`src/csis_map.svh`:
```
// Constants of the core state and interrupt sequencer: offsets, fields, resets, timing.
// Assumes inclusion by bare name from any file of this block.
`ifndef CSIS_MAP_SVH
`define CSIS_MAP_SVH

// I/O offsets of the stack pointer bytes, the flag register and the control register
`define CSIS_OFF_SP_LOW     6'h3d
`define CSIS_OFF_SP_HIGH    6'h3e
`define CSIS_OFF_FLAGS      6'h3f
`define CSIS_OFF_CORE_CTRL  6'h35

// Flag register bit positions
`define CSIS_BIT_C  0
`define CSIS_BIT_Z  1
`define CSIS_BIT_N  2
`define CSIS_BIT_V  3
`define CSIS_BIT_S  4
`define CSIS_BIT_H  5
`define CSIS_BIT_T  6
`define CSIS_BIT_I  7

// Control register: vector table select bit
`define CSIS_BIT_VSEL 1

// Reset values
`define CSIS_RST_FLAGS 8'h00
`define CSIS_RST_CTRL  8'h00
`define CSIS_RST_SP    16'h04ff

// Register file addresses of the pointer low bytes
`define CSIS_PTR_X 5'h1a
`define CSIS_PTR_Y 5'h1c
`define CSIS_PTR_Z 5'h1e

// Timing in clock cycles
`define CSIS_ENTRY_CYCLES  3'h4
`define CSIS_WAKE_CYCLES   3'h4
`define CSIS_RETURN_FROM_INTERRUPT_CYCLES   3'h4

`endif

```
`src/csis_pkg.sv`:
```
// Types of the core state and interrupt sequencer.
// Assumes csis_map.svh carries every numeric constant.
package csis_pkg;

	// Stack pointer operations requested by execution
	typedef enum logic [2:0] {
		CSIS_SP_NONE = 3'h0,
		CSIS_SP_PUSH = 3'h1,
		CSIS_SP_POP  = 3'h2,
		CSIS_SP_CALL = 3'h3,
		CSIS_SP_RET  = 3'h4
	} csis_spop_e;

	// Flag register update kinds from the ALU
	typedef enum logic [1:0] {
		CSIS_FL_NONE  = 2'h0,
		CSIS_FL_LOGIC = 2'h1,
		CSIS_FL_ARITH = 2'h2
	} csis_flop_e;

	// Interrupt sequencer states
	typedef enum logic [3:0] {
		CSIS_ST_RUN   = 4'h1,
		CSIS_ST_WAKE  = 4'h2,
		CSIS_ST_ENTRY = 4'h4,
		CSIS_ST_RETURN_FROM_INTERRUPT  = 4'h8
	} csis_state_e;

	typedef logic [15:0] csis_addr_t;

endpackage

```
`src/csis_arbiter.sv`:
```
// Fixed priority picker: lowest set index wins.
// Assumes requests are already gated by their enables.
`timescale 1ns/1ps
`default_nettype none

module csis_arbiter #(
	parameter int NSRC = 8
) (
	input  wire logic [NSRC-1:0]         req,
	output logic                         any,
	output logic [$clog2(NSRC)-1:0]      idx
);

	initial begin
		if (NSRC < 2 || NSRC > 64) $error("csis_arbiter: NSRC out of range");
	end

	// Scan downward so the lowest index is left standing
	always_comb begin
		any = 1'b0;
		idx = '0;
		for (int i = NSRC - 1; i >= 0; i--) begin
			if (req[i]) begin
				any = 1'b1;
				idx = i[$clog2(NSRC)-1:0];
			end
		end
	end

endmodule

`default_nettype wire

```
`src/csis_core.sv`:
```
// Core state and interrupt sequencer: flags, register file, stack pointer and interrupt entry/return.
// Assumes execution drives one-cycle strobes on the same clock; interrupt requests are synchronous.
`include "csis_map.svh"
`timescale 1ns/1ps
`default_nettype none

// Function
// - Sign flag is negative xor overflow
// - Bit five reports low-nibble carry
// - Bit three holds signed overflow flag
// - Negative bit two, zero one, carry zero
// - Byte and word operand/result register ports
// - Registers sit at data addresses 0x00-0x1F
// - Pairs 26/27, 28/29, 30/31 form pointers
// - Stack grows downward, pointer marks top
// - Byte push decrements, pop increments by one
// - Calls and entry minus two, returns plus two
// - Stack pointer bytes at 0x3E and 0x3D
// - Stack pointer resets to last SRAM address; code loads CSIS_RST_SP and ignores LAST_SRAM
// - ALU result written back in one cycle
// - Accept only with source and global enable
// - Lowest vector wins simultaneous requests
// - Select bit moves vectors to boot start
// - Entry clears global enable, return sets it
// - Vectoring or writing one clears flag
// - Disabled flags stay pending until serviced
// - Level sources request only while present
// - One instruction runs after return first
// - Flag register never saved or restored
// - Clear-enable blocks same-cycle interrupts
// - Global enable is flag register bit seven
// - One instruction runs after set-enable
// - Entry takes four cycles, wake adds four
// - Return takes four cycles, pops two bytes
module csis_core
	import csis_pkg::*;
#(
	parameter int                 NSRC      = 8,
	parameter logic [15:0]        LAST_SRAM = `CSIS_RST_SP,
	parameter logic [15:0]        BOOT_BASE = 16'h0c00,
	parameter logic [NSRC-1:0]    LEVEL_SRC = '0
) (
	input  wire logic                   clock,
	input  wire logic                   rstn,
	input  wire logic                   clk_en,
	// I/O register port
	input  wire logic                   io_wr,
	input  wire logic                   io_rd,
	input  wire logic [5:0]             io_addr,
	input  wire logic [7:0]             io_wdata,
	output logic      [7:0]             io_rdata_q,
	// Register file port
	input  wire logic [4:0]             rf_a_addr,
	input  wire logic [4:0]             rf_b_addr,
	input  wire logic                   rf_rd_wide,
	output logic      [15:0]            rf_a_data_q,
	output logic      [7:0]             rf_b_data_q,
	input  wire logic                   rf_wr,
	input  wire logic                   rf_wr_wide,
	input  wire logic [4:0]             rf_wr_addr,
	input  wire logic [15:0]            rf_wr_data,
	// ALU flag results
	input  wire csis_pkg::csis_flop_e   fl_op,
	input  wire logic                   fl_c,
	input  wire logic                   fl_h,
	input  wire logic                   fl_v,
	input  wire logic [7:0]             fl_res,
	input  wire logic                   fl_t_wr,
	input  wire logic                   fl_t,
	// Instruction events
	input  wire logic                   instr_done,
	input  wire logic                   instr_sei,
	input  wire logic                   instr_cli,
	input  wire logic                   instr_return_from_interrupt,
	input  wire logic                   asleep,
	input  wire csis_pkg::csis_spop_e   sp_op,
	// Interrupt sources
	input  wire logic [NSRC-1:0]        irq_event,
	input  wire logic [NSRC-1:0]        irq_enable,
	input  wire logic [NSRC-1:0]        irq_flag_clr,
	input  wire logic                   boot_reset_fuse,
	// Outputs to execution
	output logic      [7:0]             core_flags_q,
	output logic      [15:0]            sp_q,
	output logic      [NSRC-1:0]        irq_pending_q,
	output logic                        irq_take_q,
	output logic                        seq_busy_q,
	output logic      [15:0]            vector_q,
	output logic      [15:0]            reset_vector_q
);

	localparam int IW = $clog2(NSRC);

	initial begin
		if (NSRC < 2 || NSRC > 64) $error("csis_core: NSRC out of range");
	end

	logic              rst_m_q;
	logic              rst_n_q;
	logic [7:0]        ctrl_q;
	logic [2:0]        cnt_q;
	logic              hold_q;
	csis_state_e       state_q;
	logic              arb_any;
	logic [IW-1:0]     arb_idx;
	logic [NSRC-1:0]   gated;
	logic [IW-1:0]     take_idx_q;
	logic [15:0]       rf_a_raw;
	logic [7:0]        rf_b_raw;

	// Reset release through two flops
	always_ff @(posedge clock or negedge rstn) begin
		if (!rstn) begin
			rst_m_q <= 1'b0;
			rst_n_q <= 1'b0;
		end else begin
			rst_m_q <= 1'b1;
			rst_n_q <= rst_m_q;
		end
	end

	// Stack pointer step for an operation
	function automatic logic [15:0] sp_next(input logic [15:0] sp, input csis_spop_e op);
		case (op)
			CSIS_SP_PUSH: sp_next = sp - 16'h0001;
			CSIS_SP_POP:  sp_next = sp + 16'h0001;
			CSIS_SP_CALL: sp_next = sp - 16'h0002;
			CSIS_SP_RET:  sp_next = sp + 16'h0002;
			default:      sp_next = sp;
		endcase
	endfunction

	// Register file, addressed by data-space index 0x00..0x1F
	csis_regfile #(
		.NREG (32)
	) u_rf (
		.clock     (clock),
		.clk_en    (clk_en),
		.rd_a_addr (rf_a_addr),
		.rd_b_addr (rf_b_addr),
		.rd_wide   (rf_rd_wide),
		.rd_a_data (rf_a_raw),
		.rd_b_data (rf_b_raw),
		.wr_en     (rf_wr),
		.wr_wide   (rf_wr_wide),
		.wr_addr   (rf_wr_addr),
		.wr_data   (rf_wr_data)
	);

	// Outputs must come from flops: the file already registers, so pass as a flop copy
	always_ff @(posedge clock or negedge rst_n_q) begin
		if (!rst_n_q) begin
			rf_a_data_q <= 16'h0000;
			rf_b_data_q <= 8'h00;
		end else if (clk_en) begin
			rf_a_data_q <= rf_a_raw;
			rf_b_data_q <= rf_b_raw;
		end
	end

	// Pending flags: set beats clear; hardware clears on vectoring
	always_ff @(posedge clock or negedge rst_n_q) begin
		if (!rst_n_q) begin
			irq_pending_q <= '0;
		end else if (clk_en) begin
			for (int i = 0; i < NSRC; i++) begin
				if (LEVEL_SRC[i]) begin
					irq_pending_q[i] <= irq_event[i];
				end else if (irq_event[i]) begin
					irq_pending_q[i] <= 1'b1;
				end else if (irq_flag_clr[i]) begin
					irq_pending_q[i] <= 1'b0;
				end else if (irq_take_q && take_idx_q == IW'(i)) begin // Latched index: arbiter output drops with enable
					irq_pending_q[i] <= 1'b0;
				end
			end
		end
	end

	// Per-source and global gating; cli in this cycle blocks at once
	always_comb begin
		gated = irq_pending_q & irq_enable;
		if (!core_flags_q[`CSIS_BIT_I] || instr_cli) begin
			gated = '0;
		end
	end

	csis_arbiter #(
		.NSRC (NSRC)
	) u_arb (
		.req (gated),
		.any (arb_any),
		.idx (arb_idx)
	);

	// Hold off one instruction after sei and after the return
	always_ff @(posedge clock or negedge rst_n_q) begin
		if (!rst_n_q) begin
			hold_q <= 1'b0;
		end else if (clk_en) begin
			if (instr_sei && !core_flags_q[`CSIS_BIT_I]) begin
				hold_q <= 1'b1;
			end else if (state_q == CSIS_ST_RETURN_FROM_INTERRUPT && cnt_q == 3'h1) begin
				hold_q <= 1'b1;
			end else if (instr_done) begin
				hold_q <= 1'b0;
			end
		end
	end

	// Sequencer: entry waits for the instruction boundary
	always_ff @(posedge clock or negedge rst_n_q) begin
		if (!rst_n_q) begin
			state_q    <= CSIS_ST_RUN;
			cnt_q      <= 3'h0;
			irq_take_q <= 1'b0;
			seq_busy_q <= 1'b0;
			vector_q   <= 16'h0000;
			take_idx_q <= '0;
		end else if (clk_en) begin
			irq_take_q <= 1'b0;
			case (state_q)
				CSIS_ST_RUN: begin
					if (instr_return_from_interrupt) begin
						state_q    <= CSIS_ST_RETURN_FROM_INTERRUPT;
						cnt_q      <= `CSIS_RETURN_FROM_INTERRUPT_CYCLES;
						seq_busy_q <= 1'b1;
					end else if (arb_any && instr_done && !hold_q) begin
						vector_q   <= (ctrl_q[`CSIS_BIT_VSEL] ? BOOT_BASE : 16'h0000)
							+ {{(15 - IW){1'b0}}, arb_idx, 1'b0} + 16'h0002;
						irq_take_q <= 1'b1;
						take_idx_q <= arb_idx;
						seq_busy_q <= 1'b1;
						if (asleep) begin
							state_q <= CSIS_ST_WAKE;
							cnt_q   <= `CSIS_WAKE_CYCLES;
						end else begin
							state_q <= CSIS_ST_ENTRY;
							cnt_q   <= `CSIS_ENTRY_CYCLES;
						end
					end
				end
				CSIS_ST_WAKE: begin
					cnt_q <= cnt_q - 3'h1;
					if (cnt_q == 3'h1) begin
						state_q <= CSIS_ST_ENTRY;
						cnt_q   <= `CSIS_ENTRY_CYCLES;
					end
				end
				CSIS_ST_ENTRY, CSIS_ST_RETURN_FROM_INTERRUPT: begin
					cnt_q <= cnt_q - 3'h1;
					if (cnt_q == 3'h1) begin
						state_q    <= CSIS_ST_RUN;
						seq_busy_q <= 1'b0;
					end
				end
				default: begin
					state_q <= CSIS_ST_RUN;
				end
			endcase
		end
	end

	// Flag register; entry and return never save or restore it
	always_ff @(posedge clock or negedge rst_n_q) begin
		if (!rst_n_q) begin
			core_flags_q <= `CSIS_RST_FLAGS;
		end else if (clk_en) begin
			if (io_wr && io_addr == `CSIS_OFF_FLAGS) begin
				core_flags_q <= {io_wdata[7:5], io_wdata[`CSIS_BIT_N] ^ io_wdata[`CSIS_BIT_V], io_wdata[3:0]};
			end else begin
				if (fl_op != CSIS_FL_NONE) begin
					core_flags_q[`CSIS_BIT_Z] <= (fl_res == 8'h00);
					core_flags_q[`CSIS_BIT_N] <= fl_res[7];
					core_flags_q[`CSIS_BIT_C] <= fl_c;
					core_flags_q[`CSIS_BIT_V] <= (fl_op == CSIS_FL_ARITH) ? fl_v : 1'b0;
					core_flags_q[`CSIS_BIT_S] <= fl_res[7] ^ ((fl_op == CSIS_FL_ARITH) ? fl_v : 1'b0);
					if (fl_op == CSIS_FL_ARITH) begin
						core_flags_q[`CSIS_BIT_H] <= fl_h;
					end
				end
				if (fl_t_wr) begin
					core_flags_q[`CSIS_BIT_T] <= fl_t;
				end
				if (irq_take_q) begin
					core_flags_q[`CSIS_BIT_I] <= 1'b0;
				end else if (state_q == CSIS_ST_RETURN_FROM_INTERRUPT && cnt_q == 3'h1) begin
					core_flags_q[`CSIS_BIT_I] <= 1'b1;
				end else if (instr_cli) begin
					core_flags_q[`CSIS_BIT_I] <= 1'b0;
				end else if (instr_sei) begin
					core_flags_q[`CSIS_BIT_I] <= 1'b1;
				end
			end
		end
	end

	// Stack pointer: bytes written alone, moved by stack operations
	always_ff @(posedge clock or negedge rst_n_q) begin
		if (!rst_n_q) begin
			sp_q <= `CSIS_RST_SP;
		end else if (clk_en) begin
			if (io_wr && io_addr == `CSIS_OFF_SP_LOW) begin
				sp_q[7:0] <= io_wdata;
			end else if (io_wr && io_addr == `CSIS_OFF_SP_HIGH) begin
				sp_q[15:8] <= io_wdata;
			end else if (irq_take_q) begin
				sp_q <= sp_next(sp_q, CSIS_SP_CALL);
			end else if (state_q == CSIS_ST_RETURN_FROM_INTERRUPT && cnt_q == `CSIS_RETURN_FROM_INTERRUPT_CYCLES) begin
				sp_q <= sp_next(sp_q, CSIS_SP_RET);
			end else begin
				sp_q <= sp_next(sp_q, sp_op);
			end
		end
	end

	// Control register with the vector table select
	always_ff @(posedge clock or negedge rst_n_q) begin
		if (!rst_n_q) begin
			ctrl_q <= `CSIS_RST_CTRL;
		end else if (clk_en && io_wr && io_addr == `CSIS_OFF_CORE_CTRL) begin
			ctrl_q <= {6'h00, io_wdata[`CSIS_BIT_VSEL], 1'b0};
		end
	end

	// Reset vector follows the fuse, sampled after release
	always_ff @(posedge clock or negedge rst_n_q) begin
		if (!rst_n_q) begin
			reset_vector_q <= 16'h0000;
		end else if (clk_en) begin
			reset_vector_q <= boot_reset_fuse ? BOOT_BASE : 16'h0000;
		end
	end

	// I/O read data; unmapped offsets read zero
	always_ff @(posedge clock or negedge rst_n_q) begin
		if (!rst_n_q) begin
			io_rdata_q <= 8'h00;
		end else if (clk_en && io_rd) begin
			if (io_addr == `CSIS_OFF_SP_LOW) begin
				io_rdata_q <= sp_q[7:0];
			end else if (io_addr == `CSIS_OFF_SP_HIGH) begin
				io_rdata_q <= sp_q[15:8];
			end else if (io_addr == `CSIS_OFF_FLAGS) begin
				io_rdata_q <= core_flags_q;
			end else if (io_addr == `CSIS_OFF_CORE_CTRL) begin
				io_rdata_q <= ctrl_q;
			end else begin
				io_rdata_q <= 8'h00;
			end
		end
	end

endmodule

`default_nettype wire

```
`src/csis_regfile.sv`:
```
// Register file of 32 bytes with two read ports and a byte or word write.
// Assumes one clock and synchronous, reset-free storage; reads come from registers.
`timescale 1ns/1ps
`default_nettype none

module csis_regfile #(
	parameter int NREG = 32
) (
	input  wire logic       clock,
	input  wire logic       clk_en,
	input  wire logic [4:0] rd_a_addr,
	input  wire logic [4:0] rd_b_addr,
	input  wire logic       rd_wide,
	output logic      [15:0] rd_a_data,
	output logic      [7:0]  rd_b_data,
	input  wire logic       wr_en,
	input  wire logic       wr_wide,
	input  wire logic [4:0] wr_addr,
	input  wire logic [15:0] wr_data
);

	initial begin
		if (NREG != 32) $error("csis_regfile supports 32 registers only");
	end

	logic [7:0] mem_q [NREG];

	// Word writes land on an even pair, low byte in the lower register
	always_ff @(posedge clock) begin
		if (clk_en && wr_en) begin
			if (wr_wide) begin
				mem_q[{wr_addr[4:1], 1'b0}] <= wr_data[7:0];
				mem_q[{wr_addr[4:1], 1'b1}] <= wr_data[15:8];
			end else begin
				mem_q[wr_addr] <= wr_data[7:0];
			end
		end
	end

	// Registered reads; a wide read returns the even pair
	always_ff @(posedge clock) begin
		if (clk_en) begin
			if (rd_wide) begin
				rd_a_data <= {mem_q[{rd_a_addr[4:1], 1'b1}], mem_q[{rd_a_addr[4:1], 1'b0}]};
			end else begin
				rd_a_data <= {8'h00, mem_q[rd_a_addr]};
			end
			rd_b_data <= mem_q[rd_b_addr];
		end
	end

endmodule

`default_nettype wire

```
`config.mk`:
```
export PLATFORM = sky130hd
export DESIGN_NAME = csis_core
export DESIGN_NICKNAME = d
export VERILOG_FILES = /design/src/csis_pkg.sv /design/src/csis_arbiter.sv /design/src/csis_core.sv /design/src/csis_regfile.sv
export VERILOG_INCLUDE_DIRS = /design/src /design/src/src
export SDC_FILE = /design/constraint.sdc
export NUM_CORES = 1
export LEC_CHECK = 0
export BUFFER_PORTS_ARGS = -buffer_cell sky130_fd_sc_hd__buf_4
export CELL_PAD_IN_SITES_DETAIL_PLACEMENT = 1
export CELL_PAD_IN_SITES_GLOBAL_PLACEMENT = 2
export CORE_MARGIN = 1.5
export CORE_UTILIZATION = 40
export CTS_BUF_LIST = sky130_fd_sc_hd__clkbuf_4 sky130_fd_sc_hd__clkbuf_8 sky130_fd_sc_hd__clkbuf_16
export CTS_CLUSTER_SIZE = 30
export DETAILED_ROUTE_END_ITERATION = 12
export GPL_TIMING_DRIVEN = 1
export MAX_ROUTING_LAYER = met4
export PLACE_DENSITY = 0.82
export SETUP_SLACK_MARGIN = 0.5
export SYNTH_ARGS = -nofsm -noshare
export SYNTH_HDL_FRONTEND = slang
export SYNTH_SLANG_ARGS = --single-unit
```
`constraint.sdc`:
```
create_clock -name clock -period 3.6 [get_ports clock]
set_input_delay 0 -clock clock [delete_from_list [all_inputs] [get_ports clock]]
set_output_delay 0 -clock clock [all_outputs]
set_load 0.005 [all_outputs]
```
==> impl_metrics.tcl <==
set metrics [dict create \
    leakagePower_nw 9.51 \
    min_path_cells 5 \
    p_sw_mw 3.98 \
    swShare_pct 30.7 \
    rsz0062_at_grt "no" \
    htree_num_levels 2 \
    crit_required_ns 4.07 \
    yosysWarnings 0 \
    crit_chain "dlygate4sd3_1, buf_4, nand2_1, nor3_2, buf_4, o31ai_1, dlygate4sd3_1, o21ai_0, dlygate4sd3_1" \
    initial_core_util_pct 40.3 \
    period_share_pct 82.7 \
    vias 16100 \
    crit_type "input port to flop" \
    io_buffers 174 \
    grt_pass1_vias 16700 \
    setup_viol 0 \
    die_area_um2 55500 \
    cts_max_path_buffers 3 \
    synthMostInstantiatedCell "edfxtp_1" \
    antenna_found_initial 2 \
    cp.arrival_ns 3.44 \
    syn_to_final_growth_pct 20.5 \
    r2r_cells 8 \
    worst-path-max-fanout 18 \
    grt_max_degree 85 \
    post-place-ws_ns 0.403 \
    synthFlopType "edfxtp_1" \
    layout_min_cycle_time_ns 2.98 \
    setup_ws_ns 0.624 \
    io_pins 199 \
    dr.first_iter.drc_count 1757 \
    cpMostUsedCell "dlygate4sd3_1" \
    fin_nets 1945 \
    post-cts-setup-buffers 0 \
    vdd_drop_max_mv 0.331 \
    slowest_delay_ns 0.97 \
    synth_top_area_share_pct 38.8 \
    fp.dieW_um 236 \
    drive_gt1_share_pct 36.7 \
    gp_congestion 0.903 \
    final_hold_viol_count 0 \
    clkLatencyLatePin_ns 0.60 \
    rows 85 \
    clkTransAtPathRegs_ns 0.06 \
    drc 0 \
    ys_types 76 \
    cts-root-buf "clkbuf_16" \
    p_seq_share_pct 40.5 \
    async_flop_share_pct 23.5 \
    drt_wl_total_mm 74.4 \
    seq_area_frac_synth_pct 48.8 \
    cp_slowest_cell "o31ai_1" \
    drv_cap 0 \
    clock.fmax_mhz 336 \
    routed_via_density 6.30 \
    startpoint_type "input port" \
    grt_use_total_pct 27.5 \
    die_h_um 236 \
    yosysTopAreaCell "edfxtp_1" \
    synth_edf_count 280 \
    finalMaxSlewViolations 0 \
    avgSynthCellArea_um2 13.8 \
    ys_ff_latch 366 \
    grt_pass1_wl_mm 111 \
    clock_skew_ns 0.0272 \
    cts_tree "done" \
    core_area_um2 53700 \
    cts.sinks 366 \
    outcome "completed" \
    dr.pass1.iters 5 \
    tightest_slew_ns 1.21 \
    grt_remaining_overflow 0 \
    avgRoutedWirePerCell_um 29.2 \
    max-slew-margin-rel_pct 18.5 \
    hpwlAfterDp_mm 51.1 \
    ant_nets 0 \
    synthTopCellsByArea "edfxtp_1, mux4_2, mux2_2" \
    setup_tns_ns 0 \
    cellPowerDensity_nw_per_um2 498 \
    min_path_type "input port to flop" \
    cts_inserted_buffers 43 \
    p_int_mw 9.00 \
    critPathCaptureType "flop" \
    clockPowerShare_pct 34.7 \
    combPwrFrac_pct 24.8 \
    mappedNetlistArea_um2 21700 \
    syn-instance-count 1569 \
    synth_common_cells "edfxtp_1, mux2_2, mux4_2" \
]
## timing repair
action                     4_1_cts  5_1_grt
hold buffers                    89        0
hold endpoints to repair       336        0
resized for setup                0        0
setup endpoints to repair        0        0
## path summary, 6_finish.rpt
kind | start | endpoint | slack (ns)
max in group asynchronous | rst_n_q | rf_a_data_q[4] | 2.82
setup reg to reg | irq_pending_q[6] | vector_q[4] | 0.65
hold / removal | irq_enable[2] | vector_q[1] | 0.05
min in group asynchronous | rstn | rst_n_q | 0.29
hold reg to reg | rst_n_q | io_rdata_q[7] | 0.33
setup / recovery | io_wr | core_flags_q[4] | 0.62
## through the flow
stage / total power, mW / instance area, um2 / hold slack (ns) / cells / utilization (%)
after floorplan: 7.27 / 21700 / -0.296 / 1592 / -
after global placement: 8.34 / 23800 / -0.217 / 2382 / 44.2
after detailed placement: 8.43 / 23800 / -0.215 / 2382 / 44.2
after CTS: 13.0 / 26100 / 0.0220 / 2551 / 48.6
after global routing: 13.5 / 26100 / 0.0783 / 2552 / 48.6
final: 13.0 / 26100 / 0.0548 / 2552 / 48.6
## layout by cell type, fill, tap and decap left out, types with 6 or more instances in the layout
master and n:
o221ai_1 28, mux2i_1 53, clkinv_2 10, ha_1 23
clkbuf_16 43, and2_1 14, edfxtp_1 280, buf_12 6
a21oi_1 47, and3_1 8, nor2_1 91, inv_1 18
dlygate4sd3_1 89, nor2b_1 10, o211ai_1 7, a221o_1 10
buf_4 230, nand2b_1 13, dfstp_2 10, nand2_1 88
xnor2_1 12, o31ai_1 7, a22o_1 27, a211oi_1 12
a221oi_1 7, mux4_2 169, nand3_1 36, conb_1 25
o21ai_0 67, dfrtp_1 75, a21o_1 13, mux2_2 176
xor2_1 6, o22ai_1 12, nor3_1 22, clkbuf_4 8
clkinv_1 7
## power groups by stage
stage	logic, mW	registers, mW	clock network [mW]
finish	3.22	5.26	4.50
global route	3.49	5.30	4.71
CTS	3.20	5.25	4.56
detailed placement	3.09	5.34	0
global placement	3.02	5.32	0
floorplan	2.13	5.14	0
## cell families after synthesis
family                     after synthesis  share of synthesized area, %
muxes                                  399                          29.3
DFF                                    366                          48.8
and+or+nand+nor                        319                          7.11
AOI/OAI and AO/OA                      279                          8.90
buffers and inverters                  162                          3.69
adders and majority gates               24                          1.42
xor gates and xnor gates                18                         0.728
other                                    2                        0.0347
## critical path, delay by kind of cell
family	cells	cell delay, ns
buffers and inverters	5	2.20
AND/OR/NAND/NOR	2	0.16
AO/OA/AOI/OAI	2	1.07
## state kept, by name, summed over array words and instances, names as in the netlist, 3 cells and up
register / cells
cnt_q: 3
core_flags_q: 8
io_rdata_q: 8
irq_pending_q: 8
rf_a_data_q: 16
rf_b_data_q: 8
sp_q: 16
state_q: 4
take_idx_q: 3
u_rf.mem_q: 256
u_rf.rd_a_data: 16
u_rf.rd_b_data: 8
vector_q: 5
## layer usage
layer  part of all wire (%)  global-route usage [%]
met1                     40                    35.5
met2                     47                    43.4
met3                    8.9                    5.50
met4                    3.7                    9.60
met5                      0                       -
## area by class of cell
class | instances | area [um2]
Fill cell | 5319 | 27600
Sequential cell | 366 | 10600
Multi-Input combinational cell | 1064 | 10400
Timing Repair Buffer | 326 | 2750
Clock buffer | 54 | 1180
Tap cell | 696 | 871
Clock inverter | 26 | 265
Inverter | 19 | 71.3
Antenna cell | 1 | 2.50
Power figures use the tool's default switching activity.
